$ cat config.mk
export PLATFORM = sky130hd
export DESIGN_NAME = mum_test_cycle_regs
export DESIGN_NICKNAME = d
export VERILOG_FILES = /design/src/rtl/mum_pkg.sv /design/src/rtl/mum_cycle_counter.sv /design/src/rtl/mum_wb_arbiter.sv /design/src/rtl/mum_test_cycle_regs.sv
export SDC_FILE = /design/constraint.sdc
export NUM_CORES = 1
export LEC_CHECK = 0
export BUFFER_PORTS_ARGS = -buffer_cell sky130_fd_sc_hd__buf_4
export CAP_MARGIN = 15
export CORE_UTILIZATION = 48
export CTS_CLUSTER_DIAMETER = 150
export DETAILED_ROUTE_END_ITERATION = 8
export PLACE_DENSITY = 0.87
export SYNTH_ARGS = -nofsm -noshare
export SYNTH_HDL_FRONTEND = slang
export SYNTH_SLANG_ARGS = --single-unit
export TNS_END_PERCENT = 1
$ cat constraint.sdc
create_clock -name clock_i -period 4.9 [get_ports clock_i]
set_input_delay 0.98 -clock clock_i [delete_from_list [all_inputs] [get_ports clock_i]]
set_output_delay 0.98 -clock clock_i [all_outputs]
set_load 0.005 [all_outputs]
$ cat src/rtl/mum_pkg.sv
// Constants for the memory unit test, mode and cycle counter registers.
// Assumes a single 100 MHz core clock; shared by all mum_ modules.
package mum_pkg;

    // ----------------------------------------------------------------
    // Register selects of the privileged register port
    // ----------------------------------------------------------------
    localparam logic [2:0] SEL_MODE  = 3'h0;
    localparam logic [2:0] SEL_FLUSH = 3'h1;
    localparam logic [2:0] SEL_ALT   = 3'h2;
    localparam logic [2:0] SEL_COUNT = 3'h3;
    localparam logic [2:0] SEL_CTL   = 3'h4;

    // ----------------------------------------------------------------
    // Miss-file mode control fields
    // ----------------------------------------------------------------
    localparam int unsigned BIT_RD_NOMERGE = 0;
    localparam int unsigned BIT_WB_FLUSH   = 1;
    localparam int unsigned BIT_WR_NOMERGE = 2;
    localparam int unsigned BIT_IO_BLOCK   = 3;
    localparam int unsigned BIT_TMR_DIS    = 4;
    localparam int unsigned BIT_ARB_DIS    = 5;
    localparam int unsigned BIT_RD_PEND    = 6;
    localparam int unsigned BIT_WR_PEND    = 7;
    localparam int unsigned MODE_CTRL_W    = 6;
    localparam logic [5:0]  MODE_RESET     = 6'h00;
    localparam int unsigned IO_ADDR_BIT    = 39;

    // ----------------------------------------------------------------
    // Alternate mode, cycle counter and write buffer timer fields
    // ----------------------------------------------------------------
    localparam int unsigned ALT_LSB     = 0;
    localparam int unsigned CTL_ENA_BIT = 32;
    localparam int unsigned CTL_LO_LSB  = 4;
    localparam int unsigned ENA_DELAY   = 3;
    localparam int unsigned WB_TIMER_CYCLES = 64;

    // Privilege modes held by the alternate mode register.
    typedef enum logic [1:0] {
        MUM_KERNEL,
        MUM_EXECUTIVE,
        MUM_SUPERVISOR,
        MUM_USER
    } mum_priv_t;

endpackage : mum_pkg

$ cat src/rtl/mum_cycle_counter.sv
// Cycle counter: low 32-bit count plus upper 32-bit software offset.
// Assumes synchronous write strobes from the privileged register port.
`timescale 1ns/1ps
`default_nettype none
module mum_cycle_counter #(
    parameter int unsigned DELAY = mum_pkg::ENA_DELAY
) (
    input  wire logic        clock_i,
    input  wire logic        rst_n_i,
    input  wire logic        hi_wr_i,
    input  wire logic        ctl_wr_i,
    input  wire logic [63:0] wdata_i,
    output logic      [63:0] count_o,
    output logic             enabled_o
);
    logic [31:0]      hi_ff;
    logic [31:0]      lo_ff;
    logic [DELAY-1:0] ena_pipe_ff;

    // ----------------------------------------------------------------
    // Enable latency pipeline
    // ----------------------------------------------------------------
    // The enable bit ripples through DELAY stages before counting starts.
    always_ff @(posedge clock_i or negedge rst_n_i) begin
        if (!rst_n_i) begin
            ena_pipe_ff <= '0;
        end else begin
            ena_pipe_ff[0] <= ctl_wr_i ? wdata_i[mum_pkg::CTL_ENA_BIT] : ena_pipe_ff[0];
            for (int i = 1; i < DELAY; i++) begin
                ena_pipe_ff[i] <= ena_pipe_ff[i-1];
            end
        end
    end

    // ----------------------------------------------------------------
    // Count halves
    // ----------------------------------------------------------------
    // Control writes load the low half with its bottom nibble cleared.
    always_ff @(posedge clock_i or negedge rst_n_i) begin
        if (!rst_n_i) begin
            lo_ff <= 32'h0000_0000;
        end else if (ctl_wr_i) begin
            lo_ff <= {wdata_i[31:mum_pkg::CTL_LO_LSB], 4'h0};
        end else if (ena_pipe_ff[DELAY-1]) begin
            lo_ff <= lo_ff + 32'h0000_0001;
        end
    end

    // Counter writes touch only the offset half.
    always_ff @(posedge clock_i or negedge rst_n_i) begin
        if (!rst_n_i) begin
            hi_ff <= 32'h0000_0000;
        end else if (hi_wr_i) begin
            hi_ff <= wdata_i[63:32];
        end
    end

    assign count_o   = {hi_ff, lo_ff};
    assign enabled_o = ena_pipe_ff[DELAY-1];

    a_enable_latency: assert property (@(posedge clock_i) disable iff (!rst_n_i)
        (ctl_wr_i && wdata_i[32] && ena_pipe_ff == '0) ##1 (!ctl_wr_i)[*3] |=> lo_ff == $past(lo_ff, 3) + 32'h0000_0001)
        else $error("counter did not start three cycles after enable");
    a_no_early_count: assert property (@(posedge clock_i) disable iff (!rst_n_i)
        (ctl_wr_i && ena_pipe_ff == '0) ##1 (!ctl_wr_i)[*2] |-> lo_ff == $past(lo_ff))
        else $error("counter moved before enable latency");
    a_ctl_load_low: assert property (@(posedge clock_i) disable iff (!rst_n_i)
        ctl_wr_i |=> lo_ff == {$past(wdata_i[31:4]), 4'h0} && hi_ff == $past(hi_wr_i ? wdata_i[63:32] : hi_ff))
        else $error("control write loaded wrong count bits");
    a_hi_write_only: assert property (@(posedge clock_i) disable iff (!rst_n_i)
        hi_wr_i && !ctl_wr_i && !enabled_o |=> hi_ff == $past(wdata_i[63:32]) && lo_ff == $past(lo_ff))
        else $error("counter write changed low half");
endmodule : mum_cycle_counter
`default_nettype wire

$ cat src/rtl/mum_wb_arbiter.sv
// Write buffer low-priority request timer.
// Assumes write buffer status strobes come from logic on the same clock.
`timescale 1ns/1ps
`default_nettype none
module mum_wb_arbiter #(
    parameter int unsigned TIMER_CYCLES = mum_pkg::WB_TIMER_CYCLES
) (
    input  wire logic clock_i,
    input  wire logic rst_n_i,
    input  wire logic timer_disable_i,
    input  wire logic wb_valid_i,
    input  wire logic wb_second_i,
    input  wire logic load_locked_i,
    input  wire logic wb_grant_i,
    output logic      wb_low_req_o
);
    localparam int unsigned TW = $clog2(TIMER_CYCLES);
    localparam logic [TW-1:0] TMAX = TW'(TIMER_CYCLES - 1);

    logic [TW-1:0] timer_ff;
    logic          req_ff;
    logic          trigger;

    // ----------------------------------------------------------------
    // Age timer and request
    // ----------------------------------------------------------------
    // The timer runs only while an entry waits and it is not disabled.
    always_ff @(posedge clock_i or negedge rst_n_i) begin
        if (!rst_n_i) begin
            timer_ff <= '0;
        end else if (!wb_valid_i || timer_disable_i || req_ff) begin
            timer_ff <= '0;
        end else begin
            timer_ff <= timer_ff + TW'(1);
        end
    end

    // Timer expiry, or with the timer off a locked load or second entry.
    assign trigger = timer_disable_i ? (load_locked_i || wb_second_i)
                                     : (timer_ff == TMAX);

    // The oldest entry keeps asking until it is served or drained.
    always_ff @(posedge clock_i or negedge rst_n_i) begin
        if (!rst_n_i) begin
            req_ff <= 1'b0;
        end else if (!wb_valid_i || wb_grant_i) begin
            req_ff <= 1'b0;
        end else if (trigger) begin
            req_ff <= 1'b1;
        end
    end

    assign wb_low_req_o = req_ff;

    a_timer_off_hold: assert property (@(posedge clock_i) disable iff (!rst_n_i)
        timer_disable_i && !load_locked_i && !wb_second_i && !req_ff |=> !req_ff)
        else $error("write buffer asked without cause while timer off");
    a_timer_off_trig: assert property (@(posedge clock_i) disable iff (!rst_n_i)
        timer_disable_i && wb_valid_i && !wb_grant_i && (load_locked_i || wb_second_i) |=> req_ff)
        else $error("locked load or second entry did not raise request");
endmodule : mum_wb_arbiter
`default_nettype wire

$ cat src/rtl/mum_test_cycle_regs.sv
// Memory unit test mode, cache flush, alternate mode and cycle counter registers.
// Assumes the core drives the privileged register port and miss-file status
// synchronously on clock_i; only resetn_i arrives from outside the domain.
`timescale 1ns/1ps
`default_nettype none
module mum_test_cycle_regs (
    input  wire logic        clock_i,
    input  wire logic        resetn_i,
    input  wire logic        timeout_reset_i,
    // Privileged register port.
    input  wire logic        reg_wr_i,
    input  wire logic        reg_rd_i,
    input  wire logic [2:0]  reg_sel_i,
    input  wire logic [63:0] reg_wdata_i,
    output logic      [63:0] reg_rdata_o,
    output logic             reg_rvalid_o,
    // Miss-file load and store merge decisions.
    input  wire logic        load_issue_i,
    input  wire logic [39:0] load_addr_i,
    input  wire logic        load_target_nomerge_i,
    output logic             load_merge_ok_o,
    output logic             load_alloc_nomerge_o,
    input  wire logic        store_issue_i,
    input  wire logic        store_target_nomerge_i,
    output logic             store_merge_ok_o,
    output logic             store_alloc_nomerge_o,
    // Write buffer status and flush.
    input  wire logic        wb_valid_i,
    input  wire logic        wb_second_i,
    input  wire logic        load_locked_i,
    input  wire logic        wb_grant_i,
    output logic             wb_flush_o,
    // Secondary cache arbitration.
    input  wire logic        data_read_miss_req_i,
    input  wire logic        wb_req_i,
    input  wire logic [3:0]  other_req_i,
    output logic             data_read_miss_req_o,
    output logic             wb_req_o,
    output logic      [3:0]  other_req_o,
    // Outstanding request status.
    input  wire logic        read_outstanding_i,
    input  wire logic        write_outstanding_i,
    // Cache, privilege mode and counter outputs.
    output logic             cache_invalidate_all_o,
    output logic      [1:0]  alternate_privilege_mode_o,
    output logic      [63:0] cycle_count_o,
    output logic             counter_enabled_o
);
    logic                 rst_meta_ff;
    logic                 rst_n_ff;
    logic [5:0]           mode_ff;
    logic                 flush_ff;
    mum_pkg::mum_priv_t   alt_ff;
    logic [63:0]          rdata_ff;
    logic                 rvalid_ff;
    logic [63:0]          count;
    logic                 wb_low_req;
    logic                 wr_mode;
    logic                 wr_flush;
    logic                 wr_alt;
    logic                 wr_count;
    logic                 wr_ctl;
    logic [7:0]           mode_view;

    // ----------------------------------------------------------------
    // Reset release
    // ----------------------------------------------------------------
    // Reset asserts at once and releases through two flops.
    always_ff @(posedge clock_i or negedge resetn_i) begin
        if (!resetn_i) begin
            rst_meta_ff <= 1'b0;
            rst_n_ff    <= 1'b0;
        end else begin
            rst_meta_ff <= 1'b1;
            rst_n_ff    <= rst_meta_ff;
        end
    end

    // ----------------------------------------------------------------
    // Write decode
    // ----------------------------------------------------------------
    // Selects 0 to 4 each map to one register write strobe; selects 5 to 7 write nothing.
    always_comb begin
        wr_mode  = 1'b0;
        wr_flush = 1'b0;
        wr_alt   = 1'b0;
        wr_count = 1'b0;
        wr_ctl   = 1'b0;
        if (reg_sel_i == mum_pkg::SEL_MODE) begin
            wr_mode = reg_wr_i;
        end else if (reg_sel_i == mum_pkg::SEL_FLUSH) begin
            wr_flush = reg_wr_i;
        end else if (reg_sel_i == mum_pkg::SEL_ALT) begin
            wr_alt = reg_wr_i;
        end else if (reg_sel_i == mum_pkg::SEL_COUNT) begin
            wr_count = reg_wr_i;
        end else if (reg_sel_i == mum_pkg::SEL_CTL) begin
            wr_ctl = reg_wr_i;
        end
    end

    // ----------------------------------------------------------------
    // Miss-file mode control
    // ----------------------------------------------------------------
    // Only the six control bits are stored; pending bits are live status.
    always_ff @(posedge clock_i or negedge rst_n_ff) begin
        if (!rst_n_ff) begin
            mode_ff <= mum_pkg::MODE_RESET;
        end else begin
            if (wr_mode) begin
                mode_ff <= reg_wdata_i[mum_pkg::MODE_CTRL_W-1:0];
            end
            if (timeout_reset_i) begin
                mode_ff[mum_pkg::BIT_ARB_DIS] <= 1'b0;
            end
        end
    end

    // Pending bits mirror miss-file occupancy, never a stored value.
    assign mode_view = {write_outstanding_i, read_outstanding_i, mode_ff};

    // ----------------------------------------------------------------
    // Cache flush and alternate mode
    // ----------------------------------------------------------------
    // Any flush register write yields a one-cycle invalidate pulse.
    always_ff @(posedge clock_i or negedge rst_n_ff) begin
        if (!rst_n_ff) begin
            flush_ff <= 1'b0;
        end else begin
            flush_ff <= wr_flush;
        end
    end

    // Alternate mode is write-only and feeds privileged accesses.
    always_ff @(posedge clock_i or negedge rst_n_ff) begin
        if (!rst_n_ff) begin
            alt_ff <= mum_pkg::MUM_KERNEL;
        end else if (wr_alt) begin
            alt_ff <= mum_pkg::mum_priv_t'(reg_wdata_i[mum_pkg::ALT_LSB +: 2]);
        end
    end

    assign cache_invalidate_all_o     = flush_ff;
    assign alternate_privilege_mode_o = alt_ff;

    // ----------------------------------------------------------------
    // Merge decisions
    // ----------------------------------------------------------------
    // A load may merge only if merging is on, the target entry was not
    // built under no-merge, and it is not a blocked I/O load.
    assign load_merge_ok_o = load_issue_i && !mode_ff[mum_pkg::BIT_RD_NOMERGE]
                             && !load_target_nomerge_i
                             && !(mode_ff[mum_pkg::BIT_IO_BLOCK]
                                  && load_addr_i[mum_pkg::IO_ADDR_BIT]);
    // The new entry records that it must never merge.
    assign load_alloc_nomerge_o = load_issue_i && mode_ff[mum_pkg::BIT_RD_NOMERGE];

    // Stores follow the same policy in the write buffer, without the I/O block.
    assign store_merge_ok_o = store_issue_i && !mode_ff[mum_pkg::BIT_WR_NOMERGE]
                              && !store_target_nomerge_i;
    assign store_alloc_nomerge_o = store_issue_i && mode_ff[mum_pkg::BIT_WR_NOMERGE];

    // ----------------------------------------------------------------
    // Write buffer flush and arbitration
    // ----------------------------------------------------------------
    // Forced flush follows buffer occupancy.
    assign wb_flush_o = mode_ff[mum_pkg::BIT_WB_FLUSH] && wb_valid_i;

    mum_wb_arbiter #(
        .TIMER_CYCLES (mum_pkg::WB_TIMER_CYCLES)
    ) u_wb_arbiter (
        .clock_i         (clock_i),
        .rst_n_i         (rst_n_ff),
        .timer_disable_i (mode_ff[mum_pkg::BIT_TMR_DIS]),
        .wb_valid_i      (wb_valid_i),
        .wb_second_i     (wb_second_i),
        .load_locked_i   (load_locked_i),
        .wb_grant_i      (wb_grant_i),
        .wb_low_req_o    (wb_low_req)
    );

    // Arbitration disable gates only read and write buffer requests.
    assign data_read_miss_req_o = data_read_miss_req_i && !mode_ff[mum_pkg::BIT_ARB_DIS];
    assign wb_req_o    = (wb_req_i || wb_low_req) && !mode_ff[mum_pkg::BIT_ARB_DIS];
    assign other_req_o = other_req_i;

    // ----------------------------------------------------------------
    // Cycle counter
    // ----------------------------------------------------------------
    mum_cycle_counter #(
        .DELAY (mum_pkg::ENA_DELAY)
    ) u_cycle_counter (
        .clock_i   (clock_i),
        .rst_n_i   (rst_n_ff),
        .hi_wr_i   (wr_count),
        .ctl_wr_i  (wr_ctl),
        .wdata_i   (reg_wdata_i),
        .count_o   (count),
        .enabled_o (counter_enabled_o)
    );

    assign cycle_count_o = count;

    // ----------------------------------------------------------------
    // Read path
    // ----------------------------------------------------------------
    // Reads answer one cycle later; write-only registers read as zero.
    always_ff @(posedge clock_i or negedge rst_n_ff) begin
        if (!rst_n_ff) begin
            rdata_ff  <= 64'h0000_0000_0000_0000;
            rvalid_ff <= 1'b0;
        end else begin
            rvalid_ff <= reg_rd_i;
            if (reg_rd_i) begin
                if (reg_sel_i == mum_pkg::SEL_MODE) begin
                    rdata_ff <= {56'h0, mode_view};
                end else if (reg_sel_i == mum_pkg::SEL_COUNT) begin
                    rdata_ff <= count;
                end else begin
                    rdata_ff <= 64'h0000_0000_0000_0000;
                end
            end
        end
    end

    assign reg_rdata_o  = rdata_ff;
    assign reg_rvalid_o = rvalid_ff;

    // ----------------------------------------------------------------
    // Checks
    // ----------------------------------------------------------------
    a_timeout_clear: assert property (@(posedge clock_i) disable iff (!rst_n_ff)
        timeout_reset_i && !wr_mode |=> !mode_ff[5] && mode_ff[4:0] == $past(mode_ff[4:0]))
        else $error("timeout reset disturbed mode bits");
    a_pending_ignored: assert property (@(posedge clock_i) disable iff (!rst_n_ff)
        reg_rd_i && reg_sel_i == mum_pkg::SEL_MODE
        |=> reg_rdata_o[7:6] == $past({write_outstanding_i, read_outstanding_i}))
        else $error("pending bits not live");
    a_read_nomerge: assert property (@(posedge clock_i) disable iff (!rst_n_ff)
        mode_ff[0] && load_issue_i |-> !load_merge_ok_o && load_alloc_nomerge_o)
        else $error("load merged under read merge disable");
    a_write_nomerge: assert property (@(posedge clock_i) disable iff (!rst_n_ff)
        mode_ff[2] && store_issue_i |-> !store_merge_ok_o && store_alloc_nomerge_o)
        else $error("store merged under write merge disable");
    a_io_block: assert property (@(posedge clock_i) disable iff (!rst_n_ff)
        mode_ff[3] && load_addr_i[39] |-> !load_merge_ok_o)
        else $error("I/O load merged");
    a_force_flush: assert property (@(posedge clock_i) disable iff (!rst_n_ff)
        wb_flush_o == (mode_ff[1] && wb_valid_i))
        else $error("forced flush wrong");
    a_arb_block: assert property (@(posedge clock_i) disable iff (!rst_n_ff)
        $past(wr_mode && reg_wdata_i[5] && !timeout_reset_i) |-> !data_read_miss_req_o && !wb_req_o)
        else $error("blocked request reached arbiter");
    a_flush_pulse: assert property (@(posedge clock_i) disable iff (!rst_n_ff)
        wr_flush |=> cache_invalidate_all_o ##1 (cache_invalidate_all_o == $past(wr_flush)))
        else $error("flush write gave no invalidate pulse");
    a_count_read: assert property (@(posedge clock_i) disable iff (!rst_n_ff)
        reg_rd_i && reg_sel_i == mum_pkg::SEL_COUNT |=> reg_rvalid_o && reg_rdata_o == $past(count))
        else $error("counter read returned wrong value");
    // Stored control bits follow a write; the pending bits are never stored.
    a_mode_store: assert property (@(posedge clock_i) disable iff (!rst_n_ff)
        wr_mode && !timeout_reset_i |=> mode_ff == $past(reg_wdata_i[5:0]))
        else $error("mode write stored wrong control bits");
    a_timeout_wins: assert property (@(posedge clock_i) disable iff (!rst_n_ff)
        timeout_reset_i |=> !mode_ff[5])
        else $error("arbitration disable survived timeout reset");
    a_io_load_free: assert property (@(posedge clock_i) disable iff (!rst_n_ff)
        load_issue_i && mode_ff[3:0] == 4'h0 && !load_target_nomerge_i |-> load_merge_ok_o)
        else $error("load refused merge with merge controls off");
    // Write-only registers: flush pulses only after a write, alternate mode follows writes.
    a_flush_quiet: assert property (@(posedge clock_i) disable iff (!rst_n_ff)
        !wr_flush |=> !cache_invalidate_all_o)
        else $error("invalidate pulse without flush write");
    a_alt_load: assert property (@(posedge clock_i) disable iff (!rst_n_ff)
        wr_alt |=> alternate_privilege_mode_o == $past(reg_wdata_i[1:0]))
        else $error("alternate mode did not follow write");
    a_wo_read_zero: assert property (@(posedge clock_i) disable iff (!rst_n_ff)
        reg_rd_i && (reg_sel_i == mum_pkg::SEL_FLUSH || reg_sel_i == mum_pkg::SEL_ALT) |=> reg_rdata_o == '0)
        else $error("write-only register read nonzero");
endmodule : mum_test_cycle_regs
`default_nettype wire

**Word-level counts from Yosys, hierarchy flattened**

Cells that the tools add are included.

- Register bits after elaboration: 150
- Bits of input ports: 128
- Word-level logic and storage cells: 73

- $add $sub $neg: 2
- Equal/unequal tests: 5
- Mux-type cells: 25
- Reductions and logical operators: 27

Operators with widths:

| kind | number |
|---|---|
| $mux 64 | 2 |
| $mux 32 | 2 |
| $add 32x1->32 const B | 1 |
| $mux 1 | 19 |
| $mux 6 | 2 |
| $logic_and 1x1->1 | 11 |
| $logic_not 1->1 | 7 |
| $add 6x1->6 const B | 1 |
| $eq 3x2->1 const B | 2 |
| $eq 6x6->1 const B | 1 |
| $reduce_bool 2->1 | 3 |
| $logic_or 1x1->1 | 5 |
| $eq 3x1->1 const B | 1 |
| $eq 3x3->1 const B | 1 |
| $logic_not 3->1 | 1 |

**Longest topological paths before layout**

- Depth after elaboration: 7
- Depth in mapped cells: 7
- Depth with buffers taken out: 6

**Modules after synthesis**

Synthesis repeated with hierarchy kept, for this count alone.

- Cell total of the unflattened synthesis: 631
- Area, all modules: 6510.0 µm²

By module, submodules not included:

| module | times used | cells each | area each (µm²) |
|---|---|---|---|
| mum_cycle_counter | 1 | 283 | 3105.5 |
| mum_test_cycle_regs | 1 | 318 | 3091.7 |
| mum_wb_arbiter | 1 | 30 | 312.8 |

**Least setup slack after synthesis**

No wires, ideal clock.

- Kind: input-to-output
- Start: input port load_target_nomerge_i
- End: output port load_merge_ok_o
- Data arrival time: 1.231 ns
- Required time: 3.920 ns
- Setup slack: 2.689 ns
- Stages on the path: 3
- Path buffers: 0
- Path through: nor2_1 nand2_1 a21oi_1

- Cells in the longest elaborated chain, start to end: 3

Ends and longest elaborated chain:

| item | line | text |
|---|---|---|
| start: declaration | mum_test_cycle_regs.sv:20 | `input wire logic load_target_nomerge_i,` |
| $logic_not 1->1 | mum_test_cycle_regs.sv:152 | `&& !load_target_nomerge_i` |
| $logic_and 1x1->1 | mum_test_cycle_regs.sv:152 |  |
| $logic_and 1x1->1 | mum_test_cycle_regs.sv:153 | `&& !(mode_ff[mum_pkg::BIT_IO_BLOCK]` |
| end: declaration | mum_test_cycle_regs.sv:21 | `output logic load_merge_ok_o,` |

No other way between the ends.

**Worst setup path after layout**

Ends and elaborated chain as after synthesis.

==> results.yml <==
status:
  status: "completed"
cts:
  numCtsBuffers: 17
  root_buffer: "clkbuf_16"
  cts.sink_count: 150
  clock_latency_ps: 410
  cts_max_level: 4
  clk_pin_slew_worst_paths_ps: 60
  clk_path_buf_depth: 2
  cts_tree: "done"
  post_cts_buffers: 0
  cts_resized: 0
  holdBufCountCts: 0
sta:
  fmax_mhz: 412
  drv_slew: 0
  relSlewSlack: 0.325
  final.setup_skew_ps: 6.83
  fin_setup_tns_ps: 0
  setup_viol: 0
  period_needed_ps: 2430
  fin_crit_sh: 0.495
  grt_setup_unrepaired: "false"
  whs_ps: 334
  tightest_slew_ps: 1010
  hold_violations: 0
drt:
  dr_total_vias: 5255
  drt-pass1-iter-count: 4
  viasPerCell: 5.20
  ant_nets: 0
  routed_wl_um: 16200
  drt_iter0_markers: 294
  drc_errors: 0
  wire_per_inst_um: 16.1
die:
  die_area_um2: 13900
  rows: 41
  die_h_um: 118
  coreArea_um2: 12900
  ios: 272
  dieWidth_um: 118
  start_util: 0.501
run:
  cap_violations: 0
finish:
  syn2layout_area_growth_pct: 36.6
  layout_commonest_cell: "buf_4"
  fillers: 982
  final_nets: 955
  final_cell_mix: "buf_4 (228), dfrtp_1 (149), o21ai_0 (75), nand3_1 (67), inv_1 (58)"
  antenna_cells: 0
  multi_input_area_um2: 2320
  drive_above_1_share: 0.374
  regArea_um2: 3760
placed_design:
  gp_congestion: 0.796
  io_buffer_count: 224
  post-dp-hpwl_um: 11100
setup_path:
  reg2reg_slack_ps: 2710
  cp-start-kind: "primary input"
  reg2reg_depth: 5
  reg2reg_from: "u_cycle_counter.lo_ff[7]$_DFFE_PN0P_"
  worst_setup_path_end_kind: "primary output"
  critPathKind: "primary input to primary output"
  r2r-end: "u_cycle_counter.lo_ff[31]$_DFFE_PN0P_"
  arrival_ps: 1450
  critPathRequiredTime_ps: 3920
  cp_max_fo: 1
global_routing:
  grt.met3_usage: 0.0557
  met2_usage: 0.397
  use_met1: 0.303
  antenna_found_initial: 0
  grt_max_degree: 88
  grt_pass1_vias: 5166
  grt_first_pass_wirelength_um: 26300
  busiest_layer: "met2"
  track_usage: 0.242
  grt-ovfl-total: 0
synthesis:
  synth_edf_count: 0
  avgSynthCellArea_um2: 10.5
  ys_warn_count: 0
  synth-seq-area-share: 0.582
  ys.flop_type: "dfrtp_1"
  syn_nets: 745
  ys_ff_latch: 150
  syn_area_um2: 6450
  syn_inst: 615
  async_reset_ff_frac: 1.00
  synth.distinct_cells: 37
power_and_ir_drop:
  p_leak_nw: 4.10
  ir_drop_uv: 203
  powerDensity_nw_per_um2: 399
worst_hold_path:
  min-delay-path-class: "primary input to async pin"
-- metal layers --
metal | vias up | wire length, µm
met5 | - | 0
met2 | 200 | 8040
met4 | 0 | 470
met1 | 2528 | 6760
met3 | 34 | 966
li1 | 2493 | -
-- Yosys cell counts, types with 5 or more instances --
| cell | number | area, µm² |
|---|---|---|
| nand3_1 | 67 | 335 |
| and3_1 | 7 | 43.8 |
| a22oi_1 | 8 | 60.1 |
| inv_1 | 58 | 218 |
| nor2_1 | 32 | 120 |
| nand2_1 | 39 | 146 |
| buf_1 | 9 | 33.8 |
| nor3b_1 | 5 | 37.5 |
| a21oi_1 | 13 | 65.1 |
| o21ai_1 | 6 | 30.0 |
| clkbuf_1 | 20 | 75.1 |
| xor2_1 | 26 | 228 |
| nand4_1 | 12 | 75.1 |
| xnor2_1 | 9 | 78.8 |
| o21ai_0 | 75 | 375 |
| and2_1 | 5 | 31.3 |
| mux2_2 | 39 | 439 |
| dfrtp_1 | 150 | 3750 |
-- how the worst max path moves through the flow --
stage                                                      to  cells after the start                   from
global placement                              load_merge_ok_o                      5  load_target_nomerge_i
detailed placement      u_cycle_counter.lo_ff[11]$_DFFE_PN0P_                      4           reg_sel_i[0]
global route                                  load_merge_ok_o                      5  load_target_nomerge_i
finish                                        load_merge_ok_o                      5  load_target_nomerge_i
floorplan           alternate_privilege_mode_o[0]$_DFFE_PN0P_                      0     rst_n_ff$_DFF_PN0_
CTS                                           load_merge_ok_o                      5  load_target_nomerge_i
-- worst max-delay path, stage by stage --
cell	delay (ps)
buf_4	110
nor2_1	80
nand2_1	60
a21oi_1	110
buf_4	120
-- logic make-up (layout without fill, tap and decap cells) --
group	after synthesis	after routing	share of synthesized area
muxes	41	41	0.0712
AOI/OAI and AO/OA	103	103	0.0832
DFF	150	150	0.582
adders and majority gates	2	2	0.00388
xor gates and xnor gates	35	35	0.0475
buffers and inverters	96	319	0.0601
other	1	1	0.000581
and+or+nand+nor	187	187	0.152
-- power by group --
part           total [mW]  switching, mW  internal (mW)
logic               0.634          0.252          0.382
clock network        1.25          0.497          0.758
registers            1.63          0.213           1.42
-- cell type report --
cell class	instances	area share
sequential	150	0.426
clock inverter	13	0.0149
inverter	58	0.0247
multi-input combinational	369	0.263
tap	172	0.0244
timing repair buffer	229	0.196
clock buffer	19	0.0502
-- stage by stage --
stage          cells  total power, mW  setup WS (ps)   util  instance area (µm²)
4_1_cts         1010             3.55           2470  0.685                 8820
6_report        1010             3.52           2470  0.685                 8820
5_1_grt         1010             3.70           2430  0.685                 8820
3_5_place_dp     978             2.29           2430  0.640                 8240
3_3_place_gp     978             2.26           2470  0.640                 8240
2_1_floorplan    615             1.87            411      -                 6450
-- flip-flops by register name, indices dropped and copies added (netlist names) --
register,cells
rst_meta_ff,1
rst_n_ff,1
alternate_privilege_mode_o,2
u_cycle_counter.hi_ff,32
reg_rdata_o,64
reg_rvalid_o,1
u_wb_arbiter.timer_ff,6
mode_ff,6
u_cycle_counter.ena_pipe_ff,3
u_cycle_counter.lo_ff,32
cache_invalidate_all_o,1
u_wb_arbiter.wb_low_req_o,1
No activity file was read; power rests on OpenSTA's default activity.
